[src/design/dbg_patch_defines.vh]
`ifndef DBG_PATCH_DEFINES_VH
`define DBG_PATCH_DEFINES_VH

// Special-register offsets seen from the core side.
`define SFR_CHIP_VERSION      8'h9f
`define SFR_PATCH_DATA        8'hb9
`define SFR_PATCH_ADDR_LOW    8'hba
`define SFR_PATCH_ADDR_HIGH   8'hbb
`define SFR_DEBUGGER_SCRATCH  8'he7

// AXI4-Lite byte addresses (the core offsets are not word aligned, so index times four).
`define AXI_CHIP_VERSION      12'h27c
`define AXI_PATCH_DATA        12'h2e4
`define AXI_PATCH_ADDR_LOW    12'h2e8
`define AXI_PATCH_ADDR_HIGH   12'h2ec
`define AXI_DEBUGGER_SCRATCH  12'h39c
`define AXI_POWER_CTRL        12'h400
`define AXI_IRQ_STATUS        12'h404
`define AXI_IRQ_ENABLE        12'h408
`define AXI_IRQ_CLEAR         12'h40c
`define AXI_CORE_STATUS       12'h410

// Field positions and reset values.
`define PWR_LP_LSB            0
`define PWR_LP_MSB            1
`define PWR_LP_RESET          2'h0
`define LP_ALWAYS_ACTIVE      2'h0
`define LP_STANDBY_IDLE       2'h1
`define LP_STANDBY_FETCH      2'h2
`define PATCH_RESET           8'h00
`define SCRATCH_RESET         8'h00
`define IRQ_BIT_TRAP          0
`define IRQ_BIT_PATCH_HIT     1
`define IRQ_BIT_STEP          2
`define IRQ_BITS              3

// Core-side constants.
`define TRAP_OPCODE           8'ha5
`define DEBUG_VECTOR          16'h0033
`define TRAP_STALL_CYCLES     3'h2

// AXI responses.
`define RESP_OKAY             2'h0
`define RESP_SLVERR           2'h2

`endif

[src/design/debug_patch_and_flash_power.v]
`timescale 1ns/100ps
`include "dbg_patch_defines.vh"

// Functional notes
// - Opcode a5 acts as a breakpoint and sets the flash/debug interrupt flag.
// - After a breakpoint the core stalls until the interrupt is taken or three cycles pass.
// - On return with the flag still set, exactly one instruction runs first.
// - The flash/debug interrupt vectors to 0x33; handler clears flag and returns.
// - A fetch at the patch address returns the patch data byte instead.
// - A zero patch address disables substitution entirely.
// - Patch address is two read/write bytes at bb (high) and ba (low).
// - Patch data byte is read/write at b9 with zero reset.
// - Any fetched byte may be replaced, opcode or operand alike.
// - Scratch byte at e7 is read/write and affects nothing.
// - Version register at 9f is read only: type in 7:2, revision in 1:0.
// - After reset the flash is kept always active.
// - The flash may sleep between fetches and during idle or stop.
// - Low-power field: 00 active, 01 idle standby, 10 fetch standby, 11 reserved.
module debug_patch_and_flash_power #(
  parameter       AW        = 12,
  parameter [5:0] CHIP_TYPE = 6'h2a, // Arbitrary value.
  parameter [1:0] REV_CODE  = 2'h2   // Arbitrary value.
) (
  // Clock and reset.
  input  wire          aclk,
  input  wire          aresetn,
  // AXI4-Lite register bus.
  input  wire [AW-1:0] s_awaddr,
  input  wire          s_awvalid,
  output wire          s_awready,
  input  wire [31:0]   s_wdata,
  input  wire [3:0]    s_wstrb,
  input  wire          s_wvalid,
  output wire          s_wready,
  output wire [1:0]    s_bresp,
  output wire          s_bvalid,
  input  wire          s_bready,
  input  wire [AW-1:0] s_araddr,
  input  wire          s_arvalid,
  output wire          s_arready,
  output wire [31:0]   s_rdata,
  output wire [1:0]    s_rresp,
  output wire          s_rvalid,
  input  wire          s_rready,
  // Core special-register port.
  input  wire [7:0]    sfr_addr,
  input  wire          sfr_wr,
  input  wire [7:0]    sfr_wdata,
  output wire [7:0]    sfr_rdata,
  output wire          sfr_hit,
  // Core fetch path.
  input  wire [15:0]   fetch_addr,
  input  wire          fetch_valid,
  input  wire          fetch_is_opcode,
  input  wire [7:0]    flash_rdata,
  output wire [7:0]    fetch_rdata,
  // Core interrupt control.
  input  wire          irq_flag_clear,
  input  wire          irq_taken,
  input  wire          reti_done,
  input  wire          insn_done,
  output wire          flash_debug_irq_flag,
  output wire          core_stall,
  output wire          irq_block,
  output wire [15:0]   debug_vector,
  // Flash power and core mode.
  input  wire          core_idle,
  output reg           flash_standby,
  // Interrupt to the system.
  output wire          irq
);

  // Trap sequence states.
  localparam [2:0] ST_RUN   = 3'b001;
  localparam [2:0] ST_STALL = 3'b010;
  localparam [2:0] ST_STEP  = 3'b100;

  reg  [7:0]  patch_data_q;
  reg  [7:0]  patch_lo_q;
  reg  [7:0]  patch_hi_q;
  reg  [7:0]  scratch_q;
  reg  [1:0]  lp_sel_q;
  reg         fd_flag_q;
  reg  [2:0]  state_q;
  reg  [2:0]  stall_cnt_q;
  reg  [`IRQ_BITS-1:0] irq_stat_q;
  reg  [`IRQ_BITS-1:0] irq_en_q;
  reg  [7:0]  axi_rd_mux;
  reg         axi_rd_ok;
  reg         axi_wr_ok;
  reg  [7:0]  sfr_rd_mux;
  reg         sfr_hit_c;
  wire        wr_en;
  wire [AW-1:0] wr_addr;
  wire [7:0]  wr_data;
  wire        rd_en;
  wire [AW-1:0] rd_addr;
  wire        patch_hit;
  wire        trap_exec;
  wire [15:0] patch_address;
  wire [`IRQ_BITS-1:0] irq_events;

  // Maps a bus byte address onto the special-register offset it mirrors.
  function [7:0] axi_to_sfr;
    input [AW-1:0] a;
    begin
      case (a)
        `AXI_CHIP_VERSION:     axi_to_sfr = `SFR_CHIP_VERSION;
        `AXI_PATCH_DATA:       axi_to_sfr = `SFR_PATCH_DATA;
        `AXI_PATCH_ADDR_LOW:   axi_to_sfr = `SFR_PATCH_ADDR_LOW;
        `AXI_PATCH_ADDR_HIGH:  axi_to_sfr = `SFR_PATCH_ADDR_HIGH;
        `AXI_DEBUGGER_SCRATCH: axi_to_sfr = `SFR_DEBUGGER_SCRATCH;
        default:               axi_to_sfr = 8'h00;
      endcase
    end
  endfunction

  // Reads a mirrored special register by its offset.
  function [8:0] sfr_read;
    input [7:0] a;
    input [7:0] pd;
    input [7:0] pl;
    input [7:0] ph;
    input [7:0] sc;
    begin
      case (a)
        `SFR_CHIP_VERSION:     sfr_read = {1'b1, CHIP_TYPE, REV_CODE};
        `SFR_PATCH_DATA:       sfr_read = {1'b1, pd};
        `SFR_PATCH_ADDR_LOW:   sfr_read = {1'b1, pl};
        `SFR_PATCH_ADDR_HIGH:  sfr_read = {1'b1, ph};
        `SFR_DEBUGGER_SCRATCH: sfr_read = {1'b1, sc};
        default:               sfr_read = 9'h000;
      endcase
    end
  endfunction

  // Bus slave.
  axil_regs_if #(
    .AW (AW)
  ) u_bus (
    .aclk      (aclk),
    .aresetn   (aresetn),
    .s_awaddr  (s_awaddr),
    .s_awvalid (s_awvalid),
    .s_awready (s_awready),
    .s_wdata   (s_wdata),
    .s_wstrb   (s_wstrb),
    .s_wvalid  (s_wvalid),
    .s_wready  (s_wready),
    .s_bresp   (s_bresp),
    .s_bvalid  (s_bvalid),
    .s_bready  (s_bready),
    .s_araddr  (s_araddr),
    .s_arvalid (s_arvalid),
    .s_arready (s_arready),
    .s_rdata   (s_rdata),
    .s_rresp   (s_rresp),
    .s_rvalid  (s_rvalid),
    .s_rready  (s_rready),
    .wr_en     (wr_en),
    .wr_addr   (wr_addr),
    .wr_data   (wr_data),
    .wr_ok     (axi_wr_ok),
    .rd_en     (rd_en),
    .rd_addr   (rd_addr),
    .rd_data   (axi_rd_mux),
    .rd_ok     (axi_rd_ok)
  );

  // Replacement address is the concatenation of the two bytes.
  assign patch_address = {patch_hi_q, patch_lo_q};

  // Same-cycle substitution on the fetch bus.
  fetch_patch u_patch (
    .fetch_addr    (fetch_addr),
    .fetch_valid   (fetch_valid),
    .flash_rdata   (flash_rdata),
    .fetch_rdata   (fetch_rdata),
    .patch_address (patch_address),
    .patch_data    (patch_data_q),
    .patch_hit     (patch_hit)
  );

  // A trap is an opcode fetch that delivers a5, whether from flash or the patch.
  assign trap_exec = fetch_valid && fetch_is_opcode && (fetch_rdata == `TRAP_OPCODE);

  // Bus write decode: writable offsets, the version offset (write ignored) and control registers.
  always @* begin
    case (wr_addr)
      `AXI_PATCH_DATA, `AXI_PATCH_ADDR_LOW, `AXI_PATCH_ADDR_HIGH, `AXI_DEBUGGER_SCRATCH,
      `AXI_CHIP_VERSION, `AXI_POWER_CTRL, `AXI_IRQ_ENABLE, `AXI_IRQ_CLEAR:
        axi_wr_ok = 1'b1;
      default:
        axi_wr_ok = 1'b0;
    endcase
  end

  // Bus read decode.
  always @* begin
    case (rd_addr)
      `AXI_POWER_CTRL: begin
        axi_rd_mux = {6'h00, lp_sel_q};
        axi_rd_ok  = 1'b1;
      end
      `AXI_IRQ_STATUS: begin
        axi_rd_mux = {{(8-`IRQ_BITS){1'b0}}, irq_stat_q};
        axi_rd_ok  = 1'b1;
      end
      `AXI_IRQ_ENABLE: begin
        axi_rd_mux = {{(8-`IRQ_BITS){1'b0}}, irq_en_q};
        axi_rd_ok  = 1'b1;
      end
      `AXI_IRQ_CLEAR: begin
        axi_rd_mux = 8'h00;
        axi_rd_ok  = 1'b1;
      end
      `AXI_CORE_STATUS: begin
        axi_rd_mux = {5'h00, state_q == ST_STEP, state_q == ST_STALL, fd_flag_q};
        axi_rd_ok  = 1'b1;
      end
      default: begin
        {axi_rd_ok, axi_rd_mux} = sfr_read(axi_to_sfr(rd_addr), patch_data_q, patch_lo_q, patch_hi_q, scratch_q);
      end
    endcase
  end

  // Core-side special-register reads.
  always @* begin
    {sfr_hit_c, sfr_rd_mux} = sfr_read(sfr_addr, patch_data_q, patch_lo_q, patch_hi_q, scratch_q);
  end
  assign sfr_rdata = sfr_rd_mux;
  assign sfr_hit   = sfr_hit_c;

  // Register file; the core port wins a same-cycle collision with the bus.
  always @(posedge aclk) begin
    if (!aresetn) begin
      patch_data_q <= `PATCH_RESET;
      patch_lo_q   <= `PATCH_RESET;
      patch_hi_q   <= `PATCH_RESET;
      scratch_q    <= `SCRATCH_RESET;
      lp_sel_q     <= `PWR_LP_RESET;
      irq_en_q     <= {`IRQ_BITS{1'b0}};
    end else begin
      if (wr_en) begin
        case (wr_addr)
          `AXI_PATCH_DATA:       patch_data_q <= wr_data;
          `AXI_PATCH_ADDR_LOW:   patch_lo_q   <= wr_data;
          `AXI_PATCH_ADDR_HIGH:  patch_hi_q   <= wr_data;
          `AXI_DEBUGGER_SCRATCH: scratch_q    <= wr_data;
          `AXI_POWER_CTRL:       lp_sel_q     <= wr_data[`PWR_LP_MSB:`PWR_LP_LSB];
          `AXI_IRQ_ENABLE:       irq_en_q     <= wr_data[`IRQ_BITS-1:0];
          default:               ;
        endcase
      end
      if (sfr_wr) begin
        case (sfr_addr)
          `SFR_PATCH_DATA:       patch_data_q <= sfr_wdata;
          `SFR_PATCH_ADDR_LOW:   patch_lo_q   <= sfr_wdata;
          `SFR_PATCH_ADDR_HIGH:  patch_hi_q   <= sfr_wdata;
          `SFR_DEBUGGER_SCRATCH: scratch_q    <= sfr_wdata;
          default:               ;
        endcase
      end
    end
  end

  // Flash/debug flag: set by a trap, cleared by the handler; setting wins.
  always @(posedge aclk) begin
    if (!aresetn) begin
      fd_flag_q <= 1'b0;
    end else if (trap_exec) begin
      fd_flag_q <= 1'b1;
    end else if (irq_flag_clear) begin
      fd_flag_q <= 1'b0;
    end
  end
  assign flash_debug_irq_flag = fd_flag_q;
  assign debug_vector         = `DEBUG_VECTOR;

  // Trap stall and single-step sequencing.
  always @(posedge aclk) begin
    if (!aresetn) begin
      state_q     <= ST_RUN;
      stall_cnt_q <= 3'h0;
    end else begin
      case (state_q)
        ST_RUN: begin
          if (trap_exec) begin
            state_q     <= ST_STALL;
            stall_cnt_q <= `TRAP_STALL_CYCLES;
          end else if (reti_done && fd_flag_q) begin
            state_q <= ST_STEP;
          end
        end
        ST_STALL: begin
          if (irq_taken || stall_cnt_q == 3'h0) begin
            state_q <= ST_RUN;
          end else begin
            stall_cnt_q <= stall_cnt_q - 3'h1;
          end
        end
        ST_STEP: begin
          if (insn_done) begin
            state_q <= ST_RUN;
          end
        end
        default: state_q <= ST_RUN;
      endcase
    end
  end

  // Stall holds the core until the interrupt is taken or the stall count runs out; block lets one step run.
  assign core_stall = (state_q == ST_STALL) && !irq_taken;
  assign irq_block  = (state_q == ST_STEP) || (state_q == ST_RUN && reti_done);

  // Flash standby per the low-power field; reserved code keeps it active.
  always @(posedge aclk) begin
    if (!aresetn) begin
      flash_standby <= 1'b0;
    end else begin
      case (lp_sel_q)
        `LP_STANDBY_IDLE:  flash_standby <= core_idle;
        `LP_STANDBY_FETCH: flash_standby <= core_idle || !fetch_valid;
        default:           flash_standby <= 1'b0;
      endcase
    end
  end

  // Sticky event bits, enable mask and write-one-to-clear; set wins.
  assign irq_events = {reti_done && fd_flag_q, patch_hit, trap_exec};
  genvar gi;
  generate
    for (gi = 0; gi < `IRQ_BITS; gi = gi + 1) begin : g_irq
      always @(posedge aclk) begin
        if (!aresetn) begin
          irq_stat_q[gi] <= 1'b0;
        end else if (irq_events[gi]) begin
          irq_stat_q[gi] <= 1'b1;
        end else if (wr_en && wr_addr == `AXI_IRQ_CLEAR && wr_data[gi]) begin
          irq_stat_q[gi] <= 1'b0;
        end
      end
    end
  endgenerate
  assign irq = |(irq_stat_q & irq_en_q);

endmodule

[src/design/axil_regs_if.v]
`timescale 1ns/100ps
`include "dbg_patch_defines.vh"

// AXI4-Lite slave front end; presents one-cycle write and read strobes.
module axil_regs_if #(
  parameter AW = 12
) (
  // Clock and reset.
  input  wire          aclk,
  input  wire          aresetn,
  // AXI4-Lite.
  input  wire [AW-1:0] s_awaddr,
  input  wire          s_awvalid,
  output wire          s_awready,
  input  wire [31:0]   s_wdata,
  input  wire [3:0]    s_wstrb,
  input  wire          s_wvalid,
  output wire          s_wready,
  output reg  [1:0]    s_bresp,
  output reg           s_bvalid,
  input  wire          s_bready,
  input  wire [AW-1:0] s_araddr,
  input  wire          s_arvalid,
  output wire          s_arready,
  output reg  [31:0]   s_rdata,
  output reg  [1:0]    s_rresp,
  output reg           s_rvalid,
  input  wire          s_rready,
  // Register side.
  output wire          wr_en,
  output wire [AW-1:0] wr_addr,
  output wire [7:0]    wr_data,
  input  wire          wr_ok,
  output wire          rd_en,
  output wire [AW-1:0] rd_addr,
  input  wire [7:0]    rd_data,
  input  wire          rd_ok
);

  reg [AW-1:0] aw_q;
  reg          aw_have_q;
  reg [7:0]    w_q;
  reg          w_stb_q;
  reg          w_have_q;

  // Address and data are caught independently; each is refused while held.
  assign s_awready = !aw_have_q && !s_bvalid;
  assign s_wready  = !w_have_q && !s_bvalid;
  assign wr_en     = aw_have_q && w_have_q && !s_bvalid;
  assign wr_addr   = aw_q;
  assign wr_data   = w_stb_q ? w_q : 8'h00;
  assign s_arready = !s_rvalid;
  assign rd_en     = s_arvalid && !s_rvalid;
  assign rd_addr   = s_araddr;

  // Write channel capture and response.
  always @(posedge aclk) begin
    if (!aresetn) begin
      aw_q      <= {AW{1'b0}};
      aw_have_q <= 1'b0;
      w_q       <= 8'h00;
      w_stb_q   <= 1'b0;
      w_have_q  <= 1'b0;
      s_bvalid  <= 1'b0;
      s_bresp   <= `RESP_OKAY;
    end else begin
      if (s_awvalid && s_awready) begin
        aw_q      <= s_awaddr;
        aw_have_q <= 1'b1;
      end
      if (s_wvalid && s_wready) begin
        w_q      <= s_wdata[7:0];
        w_stb_q  <= s_wstrb[0];
        w_have_q <= 1'b1;
      end
      if (wr_en) begin
        aw_have_q <= 1'b0;
        w_have_q  <= 1'b0;
        s_bvalid  <= 1'b1;
        s_bresp   <= wr_ok ? `RESP_OKAY : `RESP_SLVERR;
      end else if (s_bvalid && s_bready) begin
        s_bvalid <= 1'b0;
      end
    end
  end

  // Read channel: data registered on the same edge that takes the address.
  always @(posedge aclk) begin
    if (!aresetn) begin
      s_rvalid <= 1'b0;
      s_rdata  <= 32'h0000_0000;
      s_rresp  <= `RESP_OKAY;
    end else if (rd_en) begin
      s_rvalid <= 1'b1;
      s_rdata  <= {24'h00_0000, rd_data};
      s_rresp  <= rd_ok ? `RESP_OKAY : `RESP_SLVERR;
    end else if (s_rvalid && s_rready) begin
      s_rvalid <= 1'b0;
    end
  end

endmodule

[src/design/fetch_patch.v]
`timescale 1ns/100ps
`include "dbg_patch_defines.vh"

// Fetch-path byte replacement and patch hit detection, purely combinational.
module fetch_patch (
  // Fetch bus.
  input  wire [15:0] fetch_addr,
  input  wire        fetch_valid,
  input  wire [7:0]  flash_rdata,
  output wire [7:0]  fetch_rdata,
  // Patch settings.
  input  wire [15:0] patch_address,
  input  wire [7:0]  patch_data,
  // Status.
  output wire        patch_hit
);

  // Substitution is armed only for a nonzero address and works on any byte.
  assign patch_hit   = fetch_valid && (patch_address != 16'h0000) && (fetch_addr == patch_address);
  assign fetch_rdata = patch_hit ? patch_data : flash_rdata;

endmodule

[config.mk]
export PLATFORM = sky130hd
export DESIGN_NAME = debug_patch_and_flash_power
export DESIGN_NICKNAME = d
export VERILOG_FILES = /design/src/design/debug_patch_and_flash_power.v /design/src/design/axil_regs_if.v /design/src/design/fetch_patch.v
export VERILOG_INCLUDE_DIRS = /design/src /design/src/design
export SDC_FILE = /design/constraint.sdc
export NUM_CORES = 1
export LEC_CHECK = 0
export BUFFER_PORTS_ARGS = -buffer_cell sky130_fd_sc_hd__buf_4
export CORE_ASPECT_RATIO = 0.9
export CORE_MARGIN = 1.5
export CORE_UTILIZATION = 50
export DETAILED_ROUTE_END_ITERATION = 16
export PLACE_DENSITY_LB_ADDON = 0.2
export SYNTH_ARGS = -nofsm -noshare
export SYNTH_HDL_FRONTEND = slang
export SYNTH_SLANG_ARGS = --single-unit
[constraint.sdc]
create_clock -name aclk -period 2.9 [get_ports aclk]
set_input_delay 0.29 -clock aclk [delete_from_list [all_inputs] [get_ports aclk]]
set_output_delay 0.29 -clock aclk [all_outputs]
set_load 0.005 [all_outputs]
=== Word-level counts from Yosys, hierarchy flattened ===
Index checks and enable logic that the tools add are counted.

* Bits in registers: 85
* Bits of input ports: 115
* Output and inout bits: 79
* Logic and storage cells: 160

* $add $sub $neg: 1
* Eq/ne operators: 40
* Multiplexer cells: 48
* Bitwise logic cells: 2
* Reductions and logical operators: 46

{| class="wikitable"
|+ Operators by type and width
! cell !! number
|-
| $mux 8 || 19
|-
| $eq 12x10->1 const B || 10
|-
| $eq 12x11->1 const B || 8
|-
| $pmux 9 s5 || 2
|-
| $eq 8x8->1 const B || 11
|-
| $pmux 8 s5 || 2
|-
| $logic_and 1x1->1 || 20
|-
| $mux 3 || 6
|-
| $eq 16x16->1 || 1
|-
| $reduce_bool 16->1 || 1
|-
| $mux 1 || 14
|-
| $reduce_bool 2->1 || 7
|-
| $pmux 3 s3 || 1
|-
| $ne 2x2->1 const B || 4
|-
| $reduce_or 8->1 || 1
|-
| $logic_not 1->1 || 6
|-
| $pmux 3 s2 || 1
|-
| $reduce_and 3->1 || 2
|-
| $reduce_or 5->1 || 1
|-
| $mux 2 || 2
|-
| $reduce_and 2->1 || 2
|-
| $and 3x3->3 || 1
|-
| $eq 3x1->1 const B || 1
|-
| $eq 3x2->1 const B || 1
|-
| 11 further kinds || 13
|}

=== Longest topological paths before layout ===
* Depth after elaboration: 8
* Gate-level depth with buffers: 8
* Depth with buffers taken out: 8

=== Hierarchy ===
From an unflattened synthesis, not the netlist that was laid out.

* Cell total of the unflattened synthesis: 640
* Area, all modules: 5367.6 um^2

{| class="wikitable"
|+ Modules (own cells, without submodules)
! module !! times used !! cells each !! area an instance (um^2) !! seq. area each (um^2)
|-
| debug_patch_and_flash_power || 1 || 401 || 3353.2 || 960.9
|-
| axil_regs_if || 1 || 202 || 1697.9 || 700.7
|-
| fetch_patch || 1 || 37 || 316.6 || 0.0
|}

=== Worst setup path before layout ===
No wires, ideal clock.

* Kind: reg-to-output
* From: reg patch_lo_q[2]
* To: out fetch_rdata[0]
* Data arrival time: 1.816 ns
* Required time: 2.610 ns
* Setup slack: 0.794 ns
* Cell stages (with the launch flop): 7
* Buffers on the path: 1
* Cell sequence: dfxtp_1 > xor2_1 > nor4_1 > nand3_1 > nor4_1 > buf_2 > mux2_2

* Longest elaborated chain between the ends: 4
* Elaborated cells between the ends (all ways): 5
* Classes of those cells: eq/ne (1); mux (1); reduce/logical (3)

{| class="wikitable"
|+ Ends and longest elaborated chain
! element !! line !! text
|-
| start, declared || debug_patch_and_flash_power.v:79 || <nowiki>reg [7:0] patch_lo_q;</nowiki>
|-
| start signal, assigned || debug_patch_and_flash_power.v:238 || <nowiki>patch_lo_q <= `PATCH_RESET;</nowiki>
|-
| start signal, assigned || debug_patch_and_flash_power.v:247 || <nowiki>`AXI_PATCH_ADDR_LOW: patch_lo_q <= wr_data;</nowiki>
|-
| start signal, assigned || debug_patch_and_flash_power.v:258 || <nowiki>`SFR_PATCH_ADDR_LOW: patch_lo_q <= sfr_wdata;</nowiki>
|-
| $reduce_bool 16->1 || fetch_patch.v:19 || <nowiki>assign patch_hit = fetch_valid && (patch_address != 16'h0000) && (fetch_addr == patch_address);</nowiki>
|-
| $logic_and 1x1->1 || fetch_patch.v:19 ||
|-
| $logic_and 1x1->1 (*) || fetch_patch.v:19 ||
|-
| $mux 8 (*) || fetch_patch.v:20 || <nowiki>assign fetch_rdata = patch_hit ? patch_data : flash_rdata;</nowiki>
|-
| end, declared || debug_patch_and_flash_power.v:56 || <nowiki>output wire [7:0] fetch_rdata,</nowiki>
|}

Mark *: on every way between the ends. The rest lies on a longest branch, timed or not.

=== Worst setup path in the final report ===
* From: reg patch_lo_q[2]
* To: out fetch_rdata[1]

Same word-level chain as after synthesis.

==> impl_metrics.json <==
{
  "area_used_by_multi_input_combinational_logic_mm2": 0.00309,
  "reg2reg_to": "state_q[2]",
  "setup_viol_count_final": 0,
  "synthTopCellsByArea": "sky130_fd_sc_hd__dfxtp_1 33%, sky130_fd_sc_hd__mux2i_1 8.9%, sky130_fd_sc_hd__buf_4 6.4%",
  "critical_path.reg2reg.startpoint": "patch_hi_q[6]",
  "layout_min_cycle_time_ns": 2.73,
  "wirelength_um": 15100,
  "r2r.worst_path.cells": 6,
  "netlist-cell-type-count": 63,
  "die_area_mm2": 0.0107,
  "cts.root.buffer_cell": "sky130_fd_sc_hd__clkbuf_8",
  "synth_most_common_cell": "sky130_fd_sc_hd__dfxtp_1",
  "worst_setup_path_start_kind": "flip-flop",
  "cellPowerDensity_mw_per_mm2": 385,
  "syn2layout_area_growth_pct": 21.0,
  "clock_tree.buffer_depth": 2,
  "cts.sinks": 83,
  "io_pins": 194,
  "globalRouteTotalUtil_pct": 28.4,
  "reg2reg_slack_ns": 0.58,
  "crit_path_start": "patch_lo_q[2]",
  "grt_pass1_vias": 4587,
  "timing.critical_path.to_type": "primary output",
  "worst_ep_required_time_ns": 2.61,
  "cts_setup_buffers": 0,
  "buffer_ports.inserted": 124,
  "tritoncts_clock_tree": "done",
  "finalCritPeriodShare_pct": 94.2,
  "dieWidth_um": 109,
  "fill_cells": 889,
  "global_route_wire_length_before_repair_um": 23600,
  "yosys_register_bits": 83,
  "wire_per_inst_um": 17.6,
  "post_synth.cell_area_avg_um2": 8.25,
  "placed_cell_area_mm2": 0.00594,
  "async_flop_share_pct": 0,
  "dominantRegCellSynth": "sky130_fd_sc_hd__dfxtp_1",
  "cts_hold_repair.buffers": 0,
  "max_cap_violations": 0,
  "cp_data_arrival_time_ns": 2.44,
  "timing.setup.critical_path_class": "flip-flop to primary output",
  "power_leakage_nw": 2.48,
  "netlist.area_leader.share_pct": 32.8,
  "finalCoreUtilization_pct": 62.9,
  "row_count": 34,
  "first_iter_violations": 482,
  "synth_top_cells_by_count": "83 x sky130_fd_sc_hd__dfxtp_1, 72 x sky130_fd_sc_hd__nand2_1, 61 x sky130_fd_sc_hd__nor2_1, 45 x sky130_fd_sc_hd__mux2i_1, 43 x sky130_fd_sc_hd__buf_4",
  "grt_setup_unrepaired": "false",
  "synth_compound_area_share_pct": 18.4,
  "synth_xor_area_share_pct": 2.77,
  "finalSetupTns_ns": 0,
  "synth_area_mm2": 0.00507,
  "post-route-drc-count": 0,
  "vias_per_cell": 5.85,
  "synth-edff-count": 0,
  "cts_made_buffers": 9,
  "final_nets": 845,
  "coreArea_mm2": 0.00974,
  "antenna_violations_before_repair": 0,
  "run_status": "finished clean",
  "ys_seq_area_share_pct": 32.8,
  "postCtsResizedCells": 0,
  "total_grt_overflow": 0,
  "peakVddDrop_v": 0.000459,
  "worstSkewPairLatency_ns": 0.38,
  "drt_first_pass_iters": 5,
  "area_fraction_in_and_or_nand_and_nor_cells_after_synthesis_pct": 24.8,
  "number_of_endpoints_with_negative_hold_slack_in_the_final_report": 0,
  "synth_top_family_by_area": "simple AND/OR/NAND/NOR gates",
  "cts.clk_slew.worst_paths_ns": 0.09,
  "fmax_mhz": 366,
  "worstPathMaxFanout": 7,
  "synth-warning-count": 0,
  "routabilityCongestion": 0.969,
  "yosysTopAreaCell": "sky130_fd_sc_hd__dfxtp_1",
  "proportion_of_layout_cells_with_a_drive_suffix_above_1_pct": 23.8,
  "fin_area_mm2": 0.00613,
  "synthesis.instances": 614,
  "via_count": 5017,
  "seqCellArea_mm2": 0.00166,
  "finalMaxSlewViolations": 0,
  "hold_path_class": "primary input to flip-flop",
  "max-slew-margin-rel_pct": 47.4,
  "worst_slew_pin_slew_ns": 0.786,
  "synthMuxAreaShare_pct": 10.9,
  "place_hpwl_um": 11400,
  "grt_max_degree": 67,
  "antenna_cells_inserted": 0,
  "end_point_of_the_critical_path": "fetch_rdata[1]",
  "dieHeight_um": 98.5,
  "post_synth_adder_cell_area_pct": 0.988,
  "postRouteAntennaNets": 0,
  "initial_core_util_pct": 52.0,
  "finClkSkew_ns": 0.0147,
  "htree_num_levels": 3
}
worst min-delay path by stage:
stage | start | end | slack (ns) | cells after the start
2_1_floorplan | s_rready | u_bus.s_rvalid | 0.39 | 1
3_3_place_gp | u_bus.w_q[5] | u_bus.w_q[5] | 0.44 | 2
3_5_place_dp | u_bus.w_q[0] | u_bus.w_q[0] | 0.44 | 2
4_1_cts | s_rready | u_bus.s_rvalid | 0.09 | 2
5_1_grt | s_rready | u_bus.s_rvalid | 0.09 | 2
6_report | s_rready | u_bus.s_rvalid | 0.09 | 2
registers in the layout, summed over array words and instances, names as in the netlist, 8 cells and up:
name and flops:
patch_data_q 8, u_bus.s_rdata 8, patch_hi_q 8, patch_lo_q 8, u_bus.w_q 8, scratch_q 8, u_bus.wr_addr 12
area by class of cell:
type                    count  share of cell area, %
repair buffers            132                   16.2
inverters                  10                  0.612
clock buffers               9                   2.02
clock inverters             7                   1.06
flip-flops and latches     83                   27.1
multi-input cells         490                   50.4
well taps                 126                   2.57
metrics by stage:
stage	hold slack, ns	total power, W	worst slack (ns)	instances
6_report	0.0945	0.00236	0.168	857
5_1_grt	0.0872	0.00246	0.00131	857
4_1_cts	0.0861	0.00237	0.177	857
3_5_place_dp	0.443	0.00157	0.557	841
3_3_place_gp	0.442	0.00156	0.609	841
2_1_floorplan	0.389	0.00143	0.794	654
power breakdown:
part	internal [W]	total (W)	switching (W)
clock network	0.000333	0.000817	0.000484
logic	0.000165	0.000340	0.000174
registers	0.00118	0.00121	0.0000299
logic make-up after synthesis:
kind of cell,after synthesis
simple gates,235
compound gates,139
flops,83
buf+inv,81
mux,54
xor+xnor,16
fa+ha+maj,4
other cells,2
layout by cell type (no fill, tap or decap), drive strengths merged, types with 4 or more instances in the layout:
cell type,n
buf,132
dfxtp,83
nand2,72
nor2,63
mux2i,45
conb,42
a211oi,39
a21oi,36
o21ai,17
nor4,15
a22oi,14
inv,14
and2,12
nand4,10
nor2b,9
mux2,9
xnor2,9
clkbuf,9
nand3,8
nor3,8
xor2,7
nand2b,7
a221oi,6
o21a,5
nand3b,5
a22o,4
or4,4
a31oi,4
ha,4
or2,4
nor3b,4
critical path: stages, from the launching register on:
cell	delay [ns]
sky130_fd_sc_hd__dfxtp_1	0.51
sky130_fd_sc_hd__xor2_1	0.14
sky130_fd_sc_hd__nor4_1	0.29
sky130_fd_sc_hd__nand3_1	0.12
sky130_fd_sc_hd__nor4_2	0.30
sky130_fd_sc_hd__buf_4	0.22
sky130_fd_sc_hd__mux2_2	0.35
sky130_fd_sc_hd__buf_4	0.14
layer usage:
metal | vias to the layer above | GRT usage (%) | part of all wire (%)
li1 | 2379 | - | -
met1 | 2367 | 39.5 | 43
met2 | 241 | 44.7 | 47
met3 | 30 | 5.49 | 8.5
met4 | 0 | 8.00 | 1.8
met5 | - | 0 | 0
No activity file was read; power rests on OpenSTA's default activity.
